File: config.mk
export PLATFORM = sky130hd
export DESIGN_NAME = ibc_bus_ctrl
export DESIGN_NICKNAME = d
export VERILOG_FILES = /design/src/verilog/ibc_pkg.sv /design/src/verilog/ibc_bus_ctrl.sv
export VERILOG_INCLUDE_DIRS = /design/src /design/src/verilog
export SDC_FILE = /design/constraint.sdc
export NUM_CORES = 1
export LEC_CHECK = 0
export BUFFER_PORTS_ARGS = -buffer_cell sky130_fd_sc_hd__buf_2
export CAP_MARGIN = 20
export CORE_MARGIN = 2
export CORE_UTILIZATION = 61
export DETAILED_ROUTE_END_ITERATION = 12
export PLACE_DENSITY = 0.95
export SETUP_SLACK_MARGIN = 0.2
export SLEW_MARGIN = 5
export SYNTH_ARGS = -nofsm -noshare
export SYNTH_HDL_FRONTEND = slang
export SYNTH_SLANG_ARGS = --single-unit
File: constraint.sdc
create_clock -name pclk -period 5.45 [get_ports pclk]
set_input_delay 1.09 -clock pclk [delete_from_list [all_inputs] [get_ports pclk]]
set_output_delay 1.09 -clock pclk [all_outputs]
set_load 0.05 [all_outputs]
File: src/verilog/ibc_cfg.svh
`ifndef IBC_CFG_SVH
`define IBC_CFG_SVH
// Operation
// - ack mode on: master adds an ack clock, slave counts it
// - transmitter releases the data line during the ack clock
// - receiver, or slave seeing general call, pulls data line low at ack clock
// - ack mode off: no ack clock generated or counted
// - bit count sets word length; start forces it to eight bits
// - own address matched in addressing format; free format takes first byte as data
// - master and transmit select are software bits; stop or lost arbitration clears them
// - free format never updates transmit select from a direction bit
// - acknowledged master address sets transmit select to inverted direction bit
// - addressed slave copies the received direction bit into transmit select
// - busy flag set on start, cleared on stop
// - start request while busy makes no start and flags lost arbitration
// - transfer interrupt clears service flag; clock line held low meanwhile
// - data buffer access or writing one sets service flag; release after delay
// - lost arbitration without address match: interrupt, service flag kept; with ack mode on, loss in an unmatched address byte gives no interrupt
// - master compares bus data with its own at clock rise; mismatch loses
// - lost arbitration clears master and transmit, stops clock output
// - lost flag cleared by data buffer access or second control write
// - address match flag set on match or free first word; buffer access clears
// - general call flag set on all-zero address, cleared on start or stop
// - last bit monitor holds data line sampled at clock rise
// - writing ones to master, transmit, busy and service starts a transfer
// - interrupt on falling edge of the last clock of each word; raised only as master or with lost or address match flag set

// register byte offsets
`define IBC_OFF_CR1 12'h000
`define IBC_OFF_CR2 12'h004
`define IBC_OFF_SR 12'h008
`define IBC_OFF_AR 12'h00c
`define IBC_OFF_DBR 12'h010
// field positions
`define IBC_BC_MSB 7
`define IBC_BC_LSB 5
`define IBC_ACK_BIT 4
`define IBC_MST_BIT 7
`define IBC_TRX_BIT 6
`define IBC_BB_BIT 5
`define IBC_PIN_BIT 4
`define IBC_ALS_BIT 0
// reset values
`define IBC_RST_PIN 1'b1
// timing
`define IBC_CLK_NS 50
`define IBC_T_LOW_NS 4700
`define IBC_T_HIGH_NS 4000
`define IBC_LOW_CYC ((`IBC_T_LOW_NS + `IBC_CLK_NS - 1) / `IBC_CLK_NS)
`define IBC_HIGH_CYC ((`IBC_T_HIGH_NS + `IBC_CLK_NS - 1) / `IBC_CLK_NS)
`endif

File: src/verilog/ibc_pkg.sv
package ibc_pkg;
    typedef enum logic [2:0] {ST_IDLE, ST_START, ST_XFER, ST_STOP_A, ST_STOP_B} ibc_phase_t;

    // one open-drain pad: output level and active-low enable
    typedef struct packed {
        logic o;
        logic oe_n;
    } ibc_pad_t;

    // pin synchronisers, m is first stage, s stable, p previous
    typedef struct packed {
        logic scl_m, scl_s, scl_p;
        logic sda_m, sda_s, sda_p;
    } ibc_sync_t;

    typedef struct packed {
        ibc_phase_t ph;
        ibc_sync_t sy;
        logic [7:0] tmr;
        logic ack_en;
        logic [2:0] bc;
        logic [6:0] sa;
        logic free_format_select;
        logic master_select, transmit_select, bb, pin, al, address_match_flag, general_call_flag, last_bit_monitor;
        logic [7:0] tx_buf, rx_sr, rx_buf;
        logic [3:0] bit_cnt;
        logic first, active, scl_lo, sda_lo, slv_hold, irq, slverr;
        logic scl_oe_n, sda_oe_n;
        logic [31:0] rdata;
    } ibc_state_t;
endpackage : ibc_pkg

File: src/verilog/ibc_bus_ctrl.sv
`timescale 1ns/10ps
`include "ibc_cfg.svh"
module ibc_bus_ctrl #(
    parameter int LOW_CYC = `IBC_LOW_CYC,
    parameter int HIGH_CYC = `IBC_HIGH_CYC
) (
    input wire logic pclk,                        // system clock, 20 MHz
    input wire logic presetn,                     // async reset, active low
    input wire logic psel,                        // apb select
    input wire logic penable,                     // apb access phase
    input wire logic pwrite,                      // apb direction
    input wire logic [11:0] paddr,                // apb byte address
    input wire logic [31:0] pwdata,               // apb write data
    output logic [31:0] prdata,                   // apb read data
    output logic pready,                          // apb ready
    output logic pslverr,                         // unmapped address
    input wire logic clock_line_pin_i,            // bus clock level
    input wire logic data_line_pin_i,             // bus data level
    output ibc_pkg::ibc_pad_t clock_line_pad,     // clock pad drive
    output ibc_pkg::ibc_pad_t data_line_pad,      // data pad drive
    output logic transfer_irq                     // one-cycle word-end pulse
);
    localparam logic [7:0] LOW_T = 8'(LOW_CYC);
    localparam logic [7:0] HIGH_T = 8'(HIGH_CYC);

    // timer is eight bits wide
    if (LOW_CYC < 1 || LOW_CYC > 255 || HIGH_CYC < 1 || HIGH_CYC > 255)
    begin : g_bad_timing
        $error("ibc_bus_ctrl: LOW_CYC and HIGH_CYC must lie in 1..255");
    end

    ibc_pkg::ibc_state_t q, d;
    logic acc, wr, dbr_acc, cr2_wr, start_req, stop_req;
    logic scl_rise, scl_fall, start_det, stop_det;
    logic addr, match, data_done;
    logic [3:0] wbits, wlen;
    logic [3:0] bit_idx;

    // bus conditions seen through the synchronisers
    assign scl_rise = q.sy.scl_s & ~q.sy.scl_p;
    assign scl_fall = ~q.sy.scl_s & q.sy.scl_p;
    assign start_det = q.sy.scl_s & q.sy.scl_p & ~q.sy.sda_s & q.sy.sda_p;
    assign stop_det = q.sy.scl_s & q.sy.scl_p & q.sy.sda_s & ~q.sy.sda_p;

    // apb decode; the slave always answers without wait states
    assign acc = psel & penable;
    assign wr = acc & pwrite;
    assign dbr_acc = acc & (paddr == `IBC_OFF_DBR);
    assign cr2_wr = wr & (paddr == `IBC_OFF_CR2);
    assign start_req = cr2_wr & (pwdata[7:4] == 4'hf);
    assign stop_req = cr2_wr & pwdata[`IBC_MST_BIT] & ~pwdata[`IBC_BB_BIT]
        & pwdata[`IBC_PIN_BIT] & q.master_select & (q.ph == ibc_pkg::ST_XFER);

    // word length: zero code means eight bits, plus the ack clock when ack mode is on
    assign wbits = (q.bc == 3'h0) ? 4'h8 : {1'b0, q.bc};
    assign wlen = wbits + {3'h0, q.ack_en};
    assign data_done = (q.bit_cnt == wbits);
    assign addr = q.first & ~q.free_format_select & ~q.master_select;
    assign match = addr & ((q.rx_sr[7:1] == q.sa) | (q.rx_sr == 8'h00));
    assign bit_idx = 4'h7 - q.bit_cnt;

    always_comb
    begin
        d = q;
        d.irq = 1'b0;
        // two-stage synchronisers, edge detection reads only later stages
        d.sy.scl_m = clock_line_pin_i;
        d.sy.scl_s = q.sy.scl_m;
        d.sy.scl_p = q.sy.scl_s;
        d.sy.sda_m = data_line_pin_i;
        d.sy.sda_s = q.sy.sda_m;
        d.sy.sda_p = q.sy.sda_s;

        // read data captured in the setup cycle so prdata is a flop
        if (psel & ~penable)
        begin
            d.slverr = 1'b0;
            case (paddr)
                `IBC_OFF_CR1: d.rdata = {24'h0, q.bc, q.ack_en, 4'h0};
                `IBC_OFF_CR2: d.rdata = {24'h0, q.master_select, q.transmit_select, q.bb, q.pin, 4'h0};
                `IBC_OFF_SR: d.rdata = {24'h0, q.master_select, q.transmit_select, q.bb, q.pin,
                    q.al, q.address_match_flag, q.general_call_flag, q.last_bit_monitor};
                `IBC_OFF_AR: d.rdata = {24'h0, q.sa, q.free_format_select};
                `IBC_OFF_DBR: d.rdata = {24'h0, q.rx_buf};
                default:
                begin
                    d.rdata = 32'h0;
                    d.slverr = 1'b1;
                end
            endcase
        end

        // software writes
        if (wr & (paddr == `IBC_OFF_CR1))
        begin
            d.bc = pwdata[`IBC_BC_MSB:`IBC_BC_LSB];
            d.ack_en = pwdata[`IBC_ACK_BIT];
        end
        if (wr & (paddr == `IBC_OFF_AR))
        begin
            d.sa = pwdata[7:1];
            d.free_format_select = pwdata[`IBC_ALS_BIT];
        end
        if (wr & (paddr == `IBC_OFF_DBR))
        begin
            d.tx_buf = pwdata[7:0];
            // a transmitter stalled at word end shows its msb at once
            if (q.active & q.transmit_select)
                d.sda_lo = ~pwdata[7];
        end
        // clears come first so any hardware set below wins
        if (dbr_acc)
        begin
            d.al = 1'b0;
            d.address_match_flag = 1'b0;
        end
        if (cr2_wr)
        begin
            d.al = 1'b0;
            d.master_select = pwdata[`IBC_MST_BIT];
            d.transmit_select = pwdata[`IBC_TRX_BIT];
        end
        if (start_req)
        begin
            if (q.bb)
            begin
                d.al = 1'b1;
                d.master_select = 1'b0;
                d.transmit_select = 1'b0;
            end
            else if (q.ph == ibc_pkg::ST_IDLE)
            begin
                d.ph = ibc_pkg::ST_START;
                d.sda_lo = 1'b1;
                d.tmr = HIGH_T;
            end
        end
        if (stop_req)
        begin
            d.ph = ibc_pkg::ST_STOP_A;
            d.sda_lo = 1'b1;
            d.tmr = LOW_T;
        end

        // start and stop seen on the bus
        if (start_det)
        begin
            d.bb = 1'b1;
            d.bc = 3'h0;
            d.general_call_flag = 1'b0;
            d.bit_cnt = 4'h0;
            d.first = 1'b1;
            d.active = 1'b1;
        end
        if (stop_det)
        begin
            d.bb = 1'b0;
            d.master_select = 1'b0;
            d.transmit_select = 1'b0;
            d.general_call_flag = 1'b0;
            d.active = 1'b0;
            d.first = 1'b0;
            d.slv_hold = 1'b0;
        end

        // clock rise: sample, monitor, arbitrate
        if (scl_rise & q.active)
        begin
            d.last_bit_monitor = q.sy.sda_s;
            d.bit_cnt = q.bit_cnt + 4'h1;
            if (q.bit_cnt < wbits)
            begin
                d.rx_sr = {q.rx_sr[6:0], q.sy.sda_s};
                // released line read back low means another master won
                if (q.master_select & q.transmit_select & ~q.sda_lo & ~q.sy.sda_s)
                begin
                    d.al = 1'b1;
                    d.master_select = 1'b0;
                    d.transmit_select = 1'b0;
                    d.sda_lo = 1'b0;
                end
            end
        end

        // clock fall: present next bit, ack slot, or end the word
        if (scl_fall & q.active)
        begin
            if (data_done)
            begin
                d.rx_buf = q.rx_sr;
                if (match)
                begin
                    d.address_match_flag = 1'b1;
                    d.transmit_select = q.rx_sr[0];
                    if (q.rx_sr == 8'h00)
                        d.general_call_flag = 1'b1;
                end
                if (q.first & q.free_format_select & ~q.master_select)
                    d.address_match_flag = 1'b1;
                if (addr & ~match)
                    d.active = 1'b0;
                // receiver acks, transmitter lets go of the line
                d.sda_lo = q.ack_en & ~q.transmit_select & (~addr | match);
            end
            else
                d.sda_lo = q.transmit_select & ~q.tx_buf[bit_idx[2:0]];
            if (q.bit_cnt == wlen)
            begin
                d.sda_lo = 1'b0;
                d.bit_cnt = 4'h0;
                d.first = 1'b0;
                // direction follows only an acked address, never free data
                if (q.first & ~q.free_format_select & q.master_select & q.ack_en & ~q.last_bit_monitor)
                    d.transmit_select = ~q.tx_buf[0];
                if (q.master_select | d.address_match_flag | q.al)
                begin
                    d.irq = 1'b1;
                    if (~(q.al & ~d.address_match_flag))
                    begin
                        d.pin = 1'b0;
                        d.slv_hold = ~q.master_select;
                    end
                end
            end
        end

        // clock generation and stretching
        unique case (q.ph)
            ibc_pkg::ST_IDLE:
            begin
                // an addressed slave holds the clock until serviced
                if (q.slv_hold)
                begin
                    if (~q.pin)
                        d.tmr = LOW_T;
                    else if (q.tmr != 8'h0)
                        d.tmr = q.tmr - 8'h1;
                    else
                        d.slv_hold = 1'b0;
                end
            end
            ibc_pkg::ST_START:
            begin
                if (q.tmr != 8'h0)
                    d.tmr = q.tmr - 8'h1;
                else
                begin
                    d.scl_lo = 1'b1;
                    d.tmr = LOW_T;
                    d.ph = ibc_pkg::ST_XFER;
                end
            end
            ibc_pkg::ST_XFER:
            begin
                if (~d.master_select)
                begin
                    d.scl_lo = 1'b0;
                    d.ph = ibc_pkg::ST_IDLE;
                end
                else if (q.scl_lo)
                begin
                    if (~q.pin)
                        d.tmr = LOW_T;
                    else if (q.tmr != 8'h0)
                        d.tmr = q.tmr - 8'h1;
                    else
                    begin
                        d.scl_lo = 1'b0;
                        d.tmr = HIGH_T;
                    end
                end
                // high period counts only once the wired line is high
                else if (~q.sy.scl_s)
                    d.tmr = HIGH_T;
                else if (q.tmr != 8'h0)
                    d.tmr = q.tmr - 8'h1;
                else
                begin
                    d.scl_lo = 1'b1;
                    d.tmr = LOW_T;
                end
            end
            ibc_pkg::ST_STOP_A:
            begin
                if (q.tmr != 8'h0)
                    d.tmr = q.tmr - 8'h1;
                else
                begin
                    d.scl_lo = 1'b0;
                    d.tmr = HIGH_T;
                    d.ph = ibc_pkg::ST_STOP_B;
                end
            end
            ibc_pkg::ST_STOP_B:
            begin
                if (~q.sy.scl_s)
                    d.tmr = HIGH_T;
                else if (q.tmr != 8'h0)
                    d.tmr = q.tmr - 8'h1;
                else
                begin
                    d.sda_lo = 1'b0;
                    d.ph = ibc_pkg::ST_IDLE;
                end
            end
        endcase

        // software set of the service flag is last so it is never lost
        if (dbr_acc | (cr2_wr & pwdata[`IBC_PIN_BIT]))
            d.pin = 1'b1;
        d.scl_oe_n = ~(d.scl_lo | d.slv_hold);
        d.sda_oe_n = ~d.sda_lo;
    end

    // state register; idle bus levels preset so reset makes no false start
    always_ff @(posedge pclk or negedge presetn)
    begin
        if (!presetn)
        begin
            q <= '0;
            q.pin <= `IBC_RST_PIN;
            q.sy <= '1;
            q.scl_oe_n <= 1'b1;
            q.sda_oe_n <= 1'b1;
        end
        else
            q <= d;
    end

    // outputs
    assign prdata = q.rdata;
    assign pready = 1'b1;
    assign pslverr = q.slverr;
    assign transfer_irq = q.irq;
    assign clock_line_pad = '{o: 1'b0, oe_n: q.scl_oe_n};
    assign data_line_pad = '{o: 1'b0, oe_n: q.sda_oe_n};
endmodule : ibc_bus_ctrl

Word-level counts from Yosys, hierarchy flattened
Cells that the tools add are included.
W data, S select, Z words.
Word-level totals
  bits in registers: 106
  output and inout port bits: 39
Cells by class
  $add $sub $neg: 4
  order comparisons: 2
  equality and inequality tests: 13
  muxes and demuxes: 103
  bitwise logic cells: 66
  reduce and logical (&&, ||, !) cells: 14
Operators by type and width (count)
  $mux W8: 14
  $pmux W8 S5: 2
  $mux W1: 52
  $mux W3: 14
  $and A1 B1 Y1: 41
  $mux W2: 13
  $eq A12 B4 Y1 const B: 2
  $not A1 Y1: 19
  $eq A12 B3 Y1 const B: 1
  $eq A12 B5 Y1 const B: 1
  $logic_not A12 Y1: 1
  $mux W6: 2
  $pmux W3 S4: 1
  $reduce_bool A2 Y1: 5
  $eq A4 B4 Y1: 2
  $logic_not A8 Y1: 1
  $mux W4: 2
  $reduce_bool A8 Y1: 1
  $sub A8 B1 Y8 const B: 1
  $eq A7 B7 Y1: 1
  $eq A3 B2 Y1 const B: 2
  $logic_not A3 Y1: 2
  $or A1 B1 Y1: 6
  $mux W5: 1
  other kinds (14): 15

Longest topological paths before layout
Gate-level depths: netlist (run 1).
  depth in word-level cells: 22
  gate-level depth with buffers: 11
  depth with buffers taken out: 10

Least setup slack after synthesis (run 1)
Ideal clock, no wire load.
  path kind: in2reg
  start: input paddr[9]
  end: register q[77] (netlist name)
  library setup time: 0.125 ns
  arrival: 2.853 ns
  required time: 5.325 ns
  slack: 2.472 ns
  cell stages on the path: 8
  path through: nor4_2 -> nand2_1 -> nor2_1 -> and3_1 -> buf_2 -> and2_1 -> buf_4 -> mux2_2
On the way
  cells in the longest elaborated chain, start to end: 2
RTL lines
  from (decl): line ibc_bus_ctrl.sv:12  | input wire logic [11:0] paddr,
  $eq A12 B4 Y1
  $and A1 B1 Y1: line ibc_bus_ctrl.sv:99  | if (wr & (paddr == `IBC_OFF_AR))
  to (decl): line ibc_bus_ctrl.sv:32  | ibc_pkg::ibc_state_t q, d;
Every way passes these cells.
A chain may end at the register's enable or synchronous reset.

Final worst setup path (run 1)
  start: input paddr[9]
  end: register q[81] (netlist name)
The elaborated chain is that of the path after synthesis.

==> impl_metrics.toml, run 1 <==
[placement]
placed_cell_area_um2 = 5190
place_hpwl_mm = 9.46
port_buffers = 38
pre_cts_ws_ps = 1780
place.gp.congestion = 0.982

[power]
power_leakage_nw = 2.39
p_clk_share_pct = 27.9
switchingPower_uw = 601
p_per_area_nw_per_um2 = 298
seqPwrFrac_pct = 49.1
ir_worst_vdd_uv = 231
p_sw_share_pct = 37.2
p_int_mw = 1.01
p_comb_share_pct = 22.9

[route]
ant_nets = 0
wl_per_cell_um = 19.4
drt_pass1_iterations = 5
vias = 4444
vias_per_cell = 6.61
drt-total-wl_mm = 13.0
drtIter0Drc = 438
drc = 0

[worst_setup_path]
cp_slowest_stage_delay_ps = 500
cp_top_family = "simple AND/OR/NAND/NOR gates"
crit_type = "in2reg"
endpoint_kind = "register"
crit_arrival_ps = 3610
crit_path_top_delay_cell = "nor4_2"
crit_chain = "buf_2 > nor4_2 > nand2_1 > nor2_1 > and3_1 > and2_1 > mux2_2"
required_ps = 5710
path_buf_inv = 1
crit_path_start_kind = "input pin"
crit_path_max_fanout = 9

[timing]
totalNegativeSetupSlack_ps = 0
hold_viol = 0
max_freq_ghz = 0.298
fin_worst_skew_ps = 12.9
slew_viol_final = 0
final.period_utilization_pct = 61.6
rsz0062_at_grt = "no"
timing.final.ws_setup_ps = 2090
finalSetupViolCount = 0
period_minus_slack_ps = 3360
maxSlewHeadroom_pct = 30.6
whs_ps = 361
worst_slew_pin_slew_ps = 1030

[cells_and_area]
layout_commonest_cell = "dfrtp_1"
antenna_cells = 0
syn2layout_area_growth_pct = 4.64
layout_common_cells = "73 x dfrtp_1, 51 x nand2_1, 40 x nor2_1, 38 x buf_2, 33 x mux2_2"
layout.nets = 621
final_util_pct = 66.0
drive_gt1_share_pct = 20.3
design_area_um2 = 5420

[flow_run]
drv_cap = 0

[global_route]
grtUsageTotal_pct = 29.0
grt_max_degree = 83
grt_pass1_wl_mm = 20.4
grt_antenna_before_repair = 0
first_global_vias = 4092
grt_overflow = 0

[logic_synthesis]
synth_edf_count = 0
synth_compound_area_share_pct = 18.1
synth-xor-area-share_pct = 2.37
yosysWarnings = 0
synthFlopType = "dfrtp_1"
synth.distinct_cells = 76
ys_seq_area_share_pct = 39.8
synth_top_family_by_area = "simple AND/OR/NAND/NOR gates"
synthAdderAreaFrac_pct = 1.93
syn_avg_cell_area_um2 = 9.43
synth_simple_gate_area_share_pct = 19.4
synth_mux_area_share_pct = 9.21
syn_area_um2 = 5180
syn_inst = 549
synth_async_sr_flop_share_pct = 100
synth_seq_cells = 82

[floorplan]
core_region_area_um2 = 8220
fp.dieW_um = 96.1
io_pins = 90
rows = 33
fp.dieH_um = 96.1
die-area_um2 = 9240
start_util_pct = 63.0

[clocking]
ctsLongestPathBuffers = 2
cts_max_level = 3
postCtsResizedCells = 0
cts_root_buf = "clkbuf_8"
clk_pin_slew_ps = 100
post_cts_buffers = 0
clk_latency_ps = 370
ctsHoldBuffers = 0
cts_tree = "built"
cts.sinks = 82
numCtsBuffers = 9

[hold_path]
hp-class = "reg2reg"

[run_status]
run_status = "complete, no violations"
## power by group through the flow
stage                     logic (mW)  clock network (mW)  registers (mW)
after floorplan                0.311                   0           0.757
after global placement         0.341                   0           0.793
after detailed placement       0.359                   0           0.802
after CTS                      0.365               0.454           0.789
after global routing           0.401               0.478           0.801
final                          0.370               0.451           0.794
## cell families (layout without fill, tap and decap cells)
family | after synthesis | count (layout)
DFF | 82 | 82
buffers and inverters | 78 | 71
adders and majority gates | 8 | 8
other | 2 | 27
and+or+nand+nor | 190 | 190
muxes | 41 | 41
AOI/OAI and AO/OA | 134 | 134
xor gates and xnor gates | 14 | 14
## Yosys cell counts, drive strengths merged (5+ instances only)
master | instances | area share (%)
o21ai | 29 | 2.8
mux2i | 6 | 1.2
inv | 15 | 1.1
xnor2 | 8 | 1.4
xor2 | 6 | 1.0
and3 | 8 | 0.97
o211ai | 11 | 1.7
nand3 | 20 | 1.9
nand3b | 5 | 0.72
mux2 | 33 | 7.2
nor3 | 18 | 1.9
dfrtp | 73 | 35
nor2 | 41 | 3.0
nor4 | 11 | 2.0
ha | 8 | 1.9
nand2 | 51 | 3.7
nor2b | 6 | 0.72
a21boi | 6 | 0.87
nand2b | 6 | 0.72
dfstp | 9 | 4.6
a21oi | 29 | 2.8
buf | 48 | 6.8
clkbuf | 15 | 1.1
a211oi | 7 | 1.0
## routing by layer
layer	global-route usage [%]	share of wire [%]	wire [um]	vias to the layer above
met4	8.93	2.4	313	0
li1	-	-	-	1976
met5	0	0	0	-
met2	48.1	49	6430	287
met1	37.7	39	5070	2140
met3	6.50	9.3	1210	41
## registers in the layout (all words and copies together), names as in the netlist
name,count
q,66
prdata,8
d,4
clock_line_pad,1
data_line_pad,1
pslverr,1
transfer_irq,1
## path summary, 6_finish.rpt
kind	end	slack [ps]	from	cells past startpoint
max in group asynchronous	clock_line_pad[0]	4150	presetn	2
min	d[97]	360	d[98]	0
min in group asynchronous	q[94]	650	presetn	1
max reg2reg	q[90]	2140	q[89]	9
max	q[81]	2090	paddr[9]	7
min reg2reg	d[97]	360	d[98]	0
## metrics by stage
step                power (mW)  instances
finish                    1.62        672
global route              1.68        672
CTS                       1.61        670
detailed placement        1.16        654
global placement          1.13        654
floorplan                 1.07        574
## cell type report
class                   count  area [um^2]
fillers                   636         2800
multi-input cells         414         2740
flip-flops and latches     82         2060
repair buffers             40          225
well taps                 105          131
clock buffers               9          124
clock inverters             7         76.3
inverters                  15         56.3
No activity file was read; power rests on OpenSTA's default activity.
==> run 2, diff against run 1 <==
--- a/config.mk
+++ b/config.mk
@@ -6,12 +6,13 @@
 export SDC_FILE = /design/constraint.sdc
 export NUM_CORES = 1
 export LEC_CHECK = 0
+export ABC_AREA = 1
 export BUFFER_PORTS_ARGS = -buffer_cell sky130_fd_sc_hd__buf_2
 export CAP_MARGIN = 20
 export CORE_MARGIN = 2
-export CORE_UTILIZATION = 61
+export CORE_UTILIZATION = 57
 export DETAILED_ROUTE_END_ITERATION = 12
-export PLACE_DENSITY = 0.95
+export PLACE_DENSITY = 0.91
 export SETUP_SLACK_MARGIN = 0.2
 export SLEW_MARGIN = 5
 export SYNTH_ARGS = -nofsm -noshare
==> constraint.sdc (replaced) <==
create_clock -name pclk -period 3.24 [get_ports pclk]
set_input_delay 0.648 -clock pclk [delete_from_list [all_inputs] [get_ports pclk]]
set_output_delay 0.648 -clock pclk [all_outputs]
set_load 0.05 [all_outputs]
==> impl_metrics.toml, run 2 <==
[clocking]
cts_max_level = 3
clk_latency_ps = 360
cts_root_buf = "clkbuf_8"
clk_pin_slew_ps = 90
postCtsResizedCells = 0
cts.sinks = 82
ctsLongestPathBuffers = 2
post_cts_buffers = 0
cts_tree = "built"
ctsHoldBuffers = 0
numCtsBuffers = 9

[cells_and_area]
layout_commonest_cell = "nand2_1"
layout_common_cells = "152 x nand2_1, 109 x inv_1, 88 x o21ai_0, 73 x dfrtp_1, 62 x nor2_1"
design_area_um2 = 5620
layout.nets = 804
largest_reg_flops = 66
syn2layout_area_growth_pct = 7.09
drive_gt1_share_pct = 12.4
n_fill_cell = 723
antenna_cells = 0
max_flop_register = "q"
finalNonFillerCells = 858

[global_route]
busiest_layer = "met2"
first_global_vias = 4661
use_met2_pct = 43.9
grt_max_degree = 83
grt_overflow = 0
grt_antenna_before_repair = 0
met3_usage_pct = 4.11
grt_pass1_wl_mm = 22.4
grtUsageTotal_pct = 28.3
grtUsageMet1_pct = 39.9

[logic_synthesis]
syn_avg_cell_area_um2 = 7.33
ys_top_cells_by_count = "152 x nand2_1, 109 x inv_1, 88 x o21ai_0"
syn_area_um2 = 5240
syn_inst = 715
synth_top_area_share_pct = 34.8
synth_top_cell_by_area = "dfrtp_1"
synth.distinct_cells = 49
ys_seq_area_share_pct = 39.3
yosysMostFrequentCell = "nand2_1"
synth_async_sr_flop_share_pct = 100
synthTopCellsByArea = "dfrtp_1 35%, nand2_1 11%, o21ai_0 8.4%"
yosysWarnings = 0
synth_edf_count = 0
synthFlopType = "dfrtp_1"
synth_seq_cells = 82

[route]
drt-total-wl_mm = 13.6
vias = 5043
drtIter0Drc = 551
vias_per_cell = 5.88
drt_pass1_iterations = 7
drc = 0
ant_nets = 0
wl_per_cell_um = 15.9

[placement]
place_hpwl_mm = 9.91
port_buffers = 38
placed_cell_area_um2 = 5360
place.gp.congestion = 1.00
dp.cells = 841

[run_status]
run_status = "complete, no violations"

[timing]
worst_slew_pin_slew_ps = 555
slew_viol_final = 0
maxSlewHeadroom_pct = 62.6
finalSetupViolCount = 0
final.period_utilization_pct = 77.7
hold_viol = 0
period_minus_slack_ps = 2520
fin_worst_skew_ps = 14.9
max_freq_ghz = 0.397
rsz0062_at_grt = "no"
totalNegativeSetupSlack_ps = 0

[worst_setup_path]
crit_cells = 12
crit_path_start = "q[87]"
endpoint_kind = "register"
crit_chain = "inv_1 > nand3_1 > ha_1 > a21o_1 > nor2_1 > nand3_1 > nand2_1 > inv_1 > nand3_4 > inv_4 > o21ai_0 > nand3_1"
cp_top_family = "simple AND/OR/NAND/NOR gates"
cp_slowest_stage_delay_ps = 410
worst_path_most_repeated_cell = "nand3_1"
path_buf_inv = 3
r2r-end = "q[92]"
required_ps = 3490
crit-reg2reg-launch = "q[87]"
crit_end = "q[92]"
r2r_setup_slack_ps = 720
crit_type = "reg2reg"
r2r_cells = 12
crit_path_top_delay_cell = "dfrtp_1"
crit_path_max_fanout = 10
crit_path_start_kind = "register"
crit_arrival_ps = 2760

[floorplan]
die-area_um2 = 9980
start_util_pct = 59.5
rows = 34
core_region_area_um2 = 8810
fp.dieH_um = 99.9
io_pins = 90
fp.dieW_um = 99.9

[power]
power_leakage_nw = 2.81
p_per_area_nw_per_um2 = 637
power_mw = 3.57
ir_worst_vdd_uv = 270

[flow_run]
drv_cap = 0

[hold_path]
hp-class = "in2async"
==> run 2: worst reg2reg max path, delay by kind of cell (launching register included) <==
family / cells / cell delay, ps
AOI/OAI and AO/OA: 2 / 400
and+or+nand+nor: 6 / 900
DFF: 1 / 410
buffers and inverters: 3 / 360
adders and majority gates: 1 / 340
==> run 2: power breakdown <==
group / internal, mW / switching [mW]
logic: 0.436 / 0.920
registers: 1.20 / 0.172
clock network: 0.441 / 0.409
==> run 2: cells by family after synthesis <==
logic type                 share of synthesized area, %
adders and majority gates                          1.91
and+or+nand+nor                                    27.5
xor gates and xnor gates                           1.17
AOI/OAI and AO/OA                                  15.8
buffers and inverters                              14.2
DFF                                                39.3
other                                             0.143
==> run 2: per-stage QoR <==
stage	hold WS, ps	setup slack, ps	utilization [%]
6_report	140	724	63.8
5_1_grt	158	592	63.8
3_5_place_dp	347	819	60.9
4_1_cts	359	788	63.5
2_1_floorplan	345	1250	-
3_3_place_gp	346	849	60.9
==> run 2: final cells by class <==
cell class	count	area [um^2]	area share, %
Tap cell	108	135	2.41
Inverter	113	427	7.60
Multi-Input combinational cell	498	2530	45.1
Sequential cell	82	2060	36.7
Timing Repair Buffer	41	235	4.19
Clock inverter	7	100	1.78
Clock buffer	9	124	2.21
==> run 2: routing by layer <==
| metal | wire [um] | share of wire [%] | vias up |
|---|---|---|---|
| li1 | - | - | 2325 |
| met5 | 0 | 0 | - |
| met4 | 392 | 2.9 | 0 |
| met1 | 5790 | 42 | 2345 |
| met3 | 1300 | 9.6 | 49 |
| met2 | 6150 | 45 | 324 |
==> run 2: worst min path at each step <==
| stage | end | start | cells after the start |
|---|---|---|---|
| final | q[41] | presetn | 1 |
| after detailed placement | d[100] | d[101] | 0 |
| after CTS | d[100] | d[101] | 0 |
| after floorplan | prdata[0] | presetn | 0 |
| after global placement | d[97] | d[98] | 0 |
| after global routing | q[68] | presetn | 1 |
==> run 3, diff against run 2 <==
==> constraint.sdc (replaced) <==
create_clock -name pclk -period 2.5 [get_ports pclk]
set_input_delay 0.5 -clock pclk [delete_from_list [all_inputs] [get_ports pclk]]
set_output_delay 0.5 -clock pclk [all_outputs]
set_load 0.05 [all_outputs]
==> impl_metrics.toml, run 3 (synthesis gave the netlist of run 2 again) <==
[route]
vias = 5000
ant_nets = 0
drc = 0
drt_pass1_iterations = 8
vias_per_cell = 5.73
drtIter0Drc = 468
drt-total-wl_mm = 13.8
wl_per_cell_um = 15.8

[worst_setup_path]
crit_path_top_delay_cell = "dfrtp_1"
crit_path_start = "q[85]"
required_ps = 2780
r2r_cells = 15
crit_path_max_fanout = 7
cp_slowest_stage_delay_ps = 390
r2r_setup_slack_ps = 320
crit_chain = "inv_1 > nand3_2 > ha_4 > a21o_1 > nor2_2 > nand3_1 > nand2_1 > inv_1 > nand3_4 > buf_12 > nand2_1 > nand3_1 > nand2_1 > nor2_1 > nand2_1"
crit_path_start_kind = "register"
endpoint_kind = "register"
r2r-end = "q[95]"
crit-reg2reg-launch = "q[85]"
crit_arrival_ps = 2460
crit_type = "reg2reg"
worst_path_most_repeated_cell = "nand2_1"

[timing]
finalSetupViolCount = 0
rsz0062_at_grt = "no"
max_freq_ghz = 0.459
period_minus_slack_ps = 2180
hold_viol = 0
maxSlewHeadroom_pct = 63.5
slew_viol_final = 0
totalNegativeSetupSlack_ps = 0
final.period_utilization_pct = 87.2
worst_slew_pin_slew_ps = 542
fin_worst_skew_ps = 20.5

[placement]
place_hpwl_mm = 10.3
placed_cell_area_um2 = 5430
port_buffers = 38
place.gp.congestion = 0.965

[cells_and_area]
layout_common_cells = "151 x nand2_1, 107 x inv_1, 88 x o21ai_0, 72 x dfrtp_1, 59 x nor2_1"
layout.nets = 818
antenna_cells = 0
layout_commonest_cell = "nand2_1"
n_fill_cell = 747
syn2layout_area_growth_pct = 9.78
max_flop_register = "q"
final_util_pct = 65.4
multi_input_area_um2 = 2580
regArea_um2 = 2060
design_area_um2 = 5760
drive_gt1_share_pct = 15.4
largest_reg_flops = 66

[global_route]
busiest_layer = "met2"
use_met2_pct = 44.0
grtUsageTotal_pct = 28.4
grtUsageMet1_pct = 40.2
grt_overflow = 0
met3_usage_pct = 5.22
grt_pass1_wl_mm = 22.3
grt_max_degree = 48
first_global_vias = 4618
grt_antenna_before_repair = 0

[power]
ir_worst_vdd_uv = 395
power_leakage_nw = 2.88
p_per_area_nw_per_um2 = 800

[clocking]
cts_tree = "built"
clk_pin_slew_ps = 100
cts_max_level = 3
clk_latency_ps = 380
cts.sinks = 82
numCtsBuffers = 9
cts_root_buf = "clkbuf_8"
ctsLongestPathBuffers = 2

[floorplan]
fp.dieH_um = 99.9
start_util_pct = 59.5
io_pins = 90
fp.dieW_um = 99.9
die-area_um2 = 9980
core_region_area_um2 = 8810
rows = 34

[run_status]
run_status = "complete, no violations"

[hold_path]
hp-class = "in2async"

[flow_run]
drv_cap = 0
run 3: cell types whose count changed in the layout (fill, tap and decap cells not counted), moves of 3 or more:
| cell | previous run | this run |
|---|---|---|
| inv_8 | 0 | 3 |
| nor2_1 | 62 | 59 |
| nor2_2 | 2 | 5 |
| buf_4 | 3 | 16 |
run 3: repair_timing:
action                                  in CTS  in global routing
gates resized for setup                      0                 14
hold buffers                                 0                  0
endpoints found under the setup margin       0                 20
setup buffers                                0                  8
run 3: worst max-delay path: cells and delay by family (launching register included):
family	cells	cell delay, ps
AND/OR/NAND/NOR	10	940
flip-flops	1	390
adder cells (fa/ha/maj)	1	240
buffers and inverters	3	310
AO/OA/AOI/OAI	1	190
run 3: per-stage QoR:
step / power (mW) / hold WS [ps] / std cells / setup WS, ps
CTS: 4.49 / 91.8 / 864 / 244
finish: 4.61 / 75.7 / 872 / 320
detailed placement: 3.51 / 347 / 848 / 246
global route: 4.93 / 98.0 / 872 / 170
global placement: 3.41 / 346 / 848 / 300
floorplan: 3.10 / 204 / 740 / 551
run 3: worst max-delay path by stage:
stage	to	slack, ps
after global routing	q[93]	170
after CTS	q[92]	240
after floorplan	q[95]	550
final	q[95]	320
after detailed placement	q[95]	250
after global placement	q[92]	300
run 3: final cells by class:
class	count	area share, %
Multi-Input combinational cell	498	44.9
Clock inverter	7	1.33
Clock buffer	9	2.15
Tap cell	108	2.35
Timing Repair Buffer	55	6.00
Inverter	113	7.45
Sequential cell	82	35.9
run 3: power breakdown:
group	total [mW]	internal (mW)	switching, mW
logic	1.82	0.595	1.23
clock network	1.01	0.401	0.607
registers	1.77	1.55	0.224
total	4.61	2.55	2.06
run 3: metal layers:
metal | vias to the layer above | wire, um
li1 | 2365 | -
met3 | 21 | 1330
met5 | - | 0
met2 | 253 | 6310
met4 | 0 | 199
met1 | 2361 | 5960
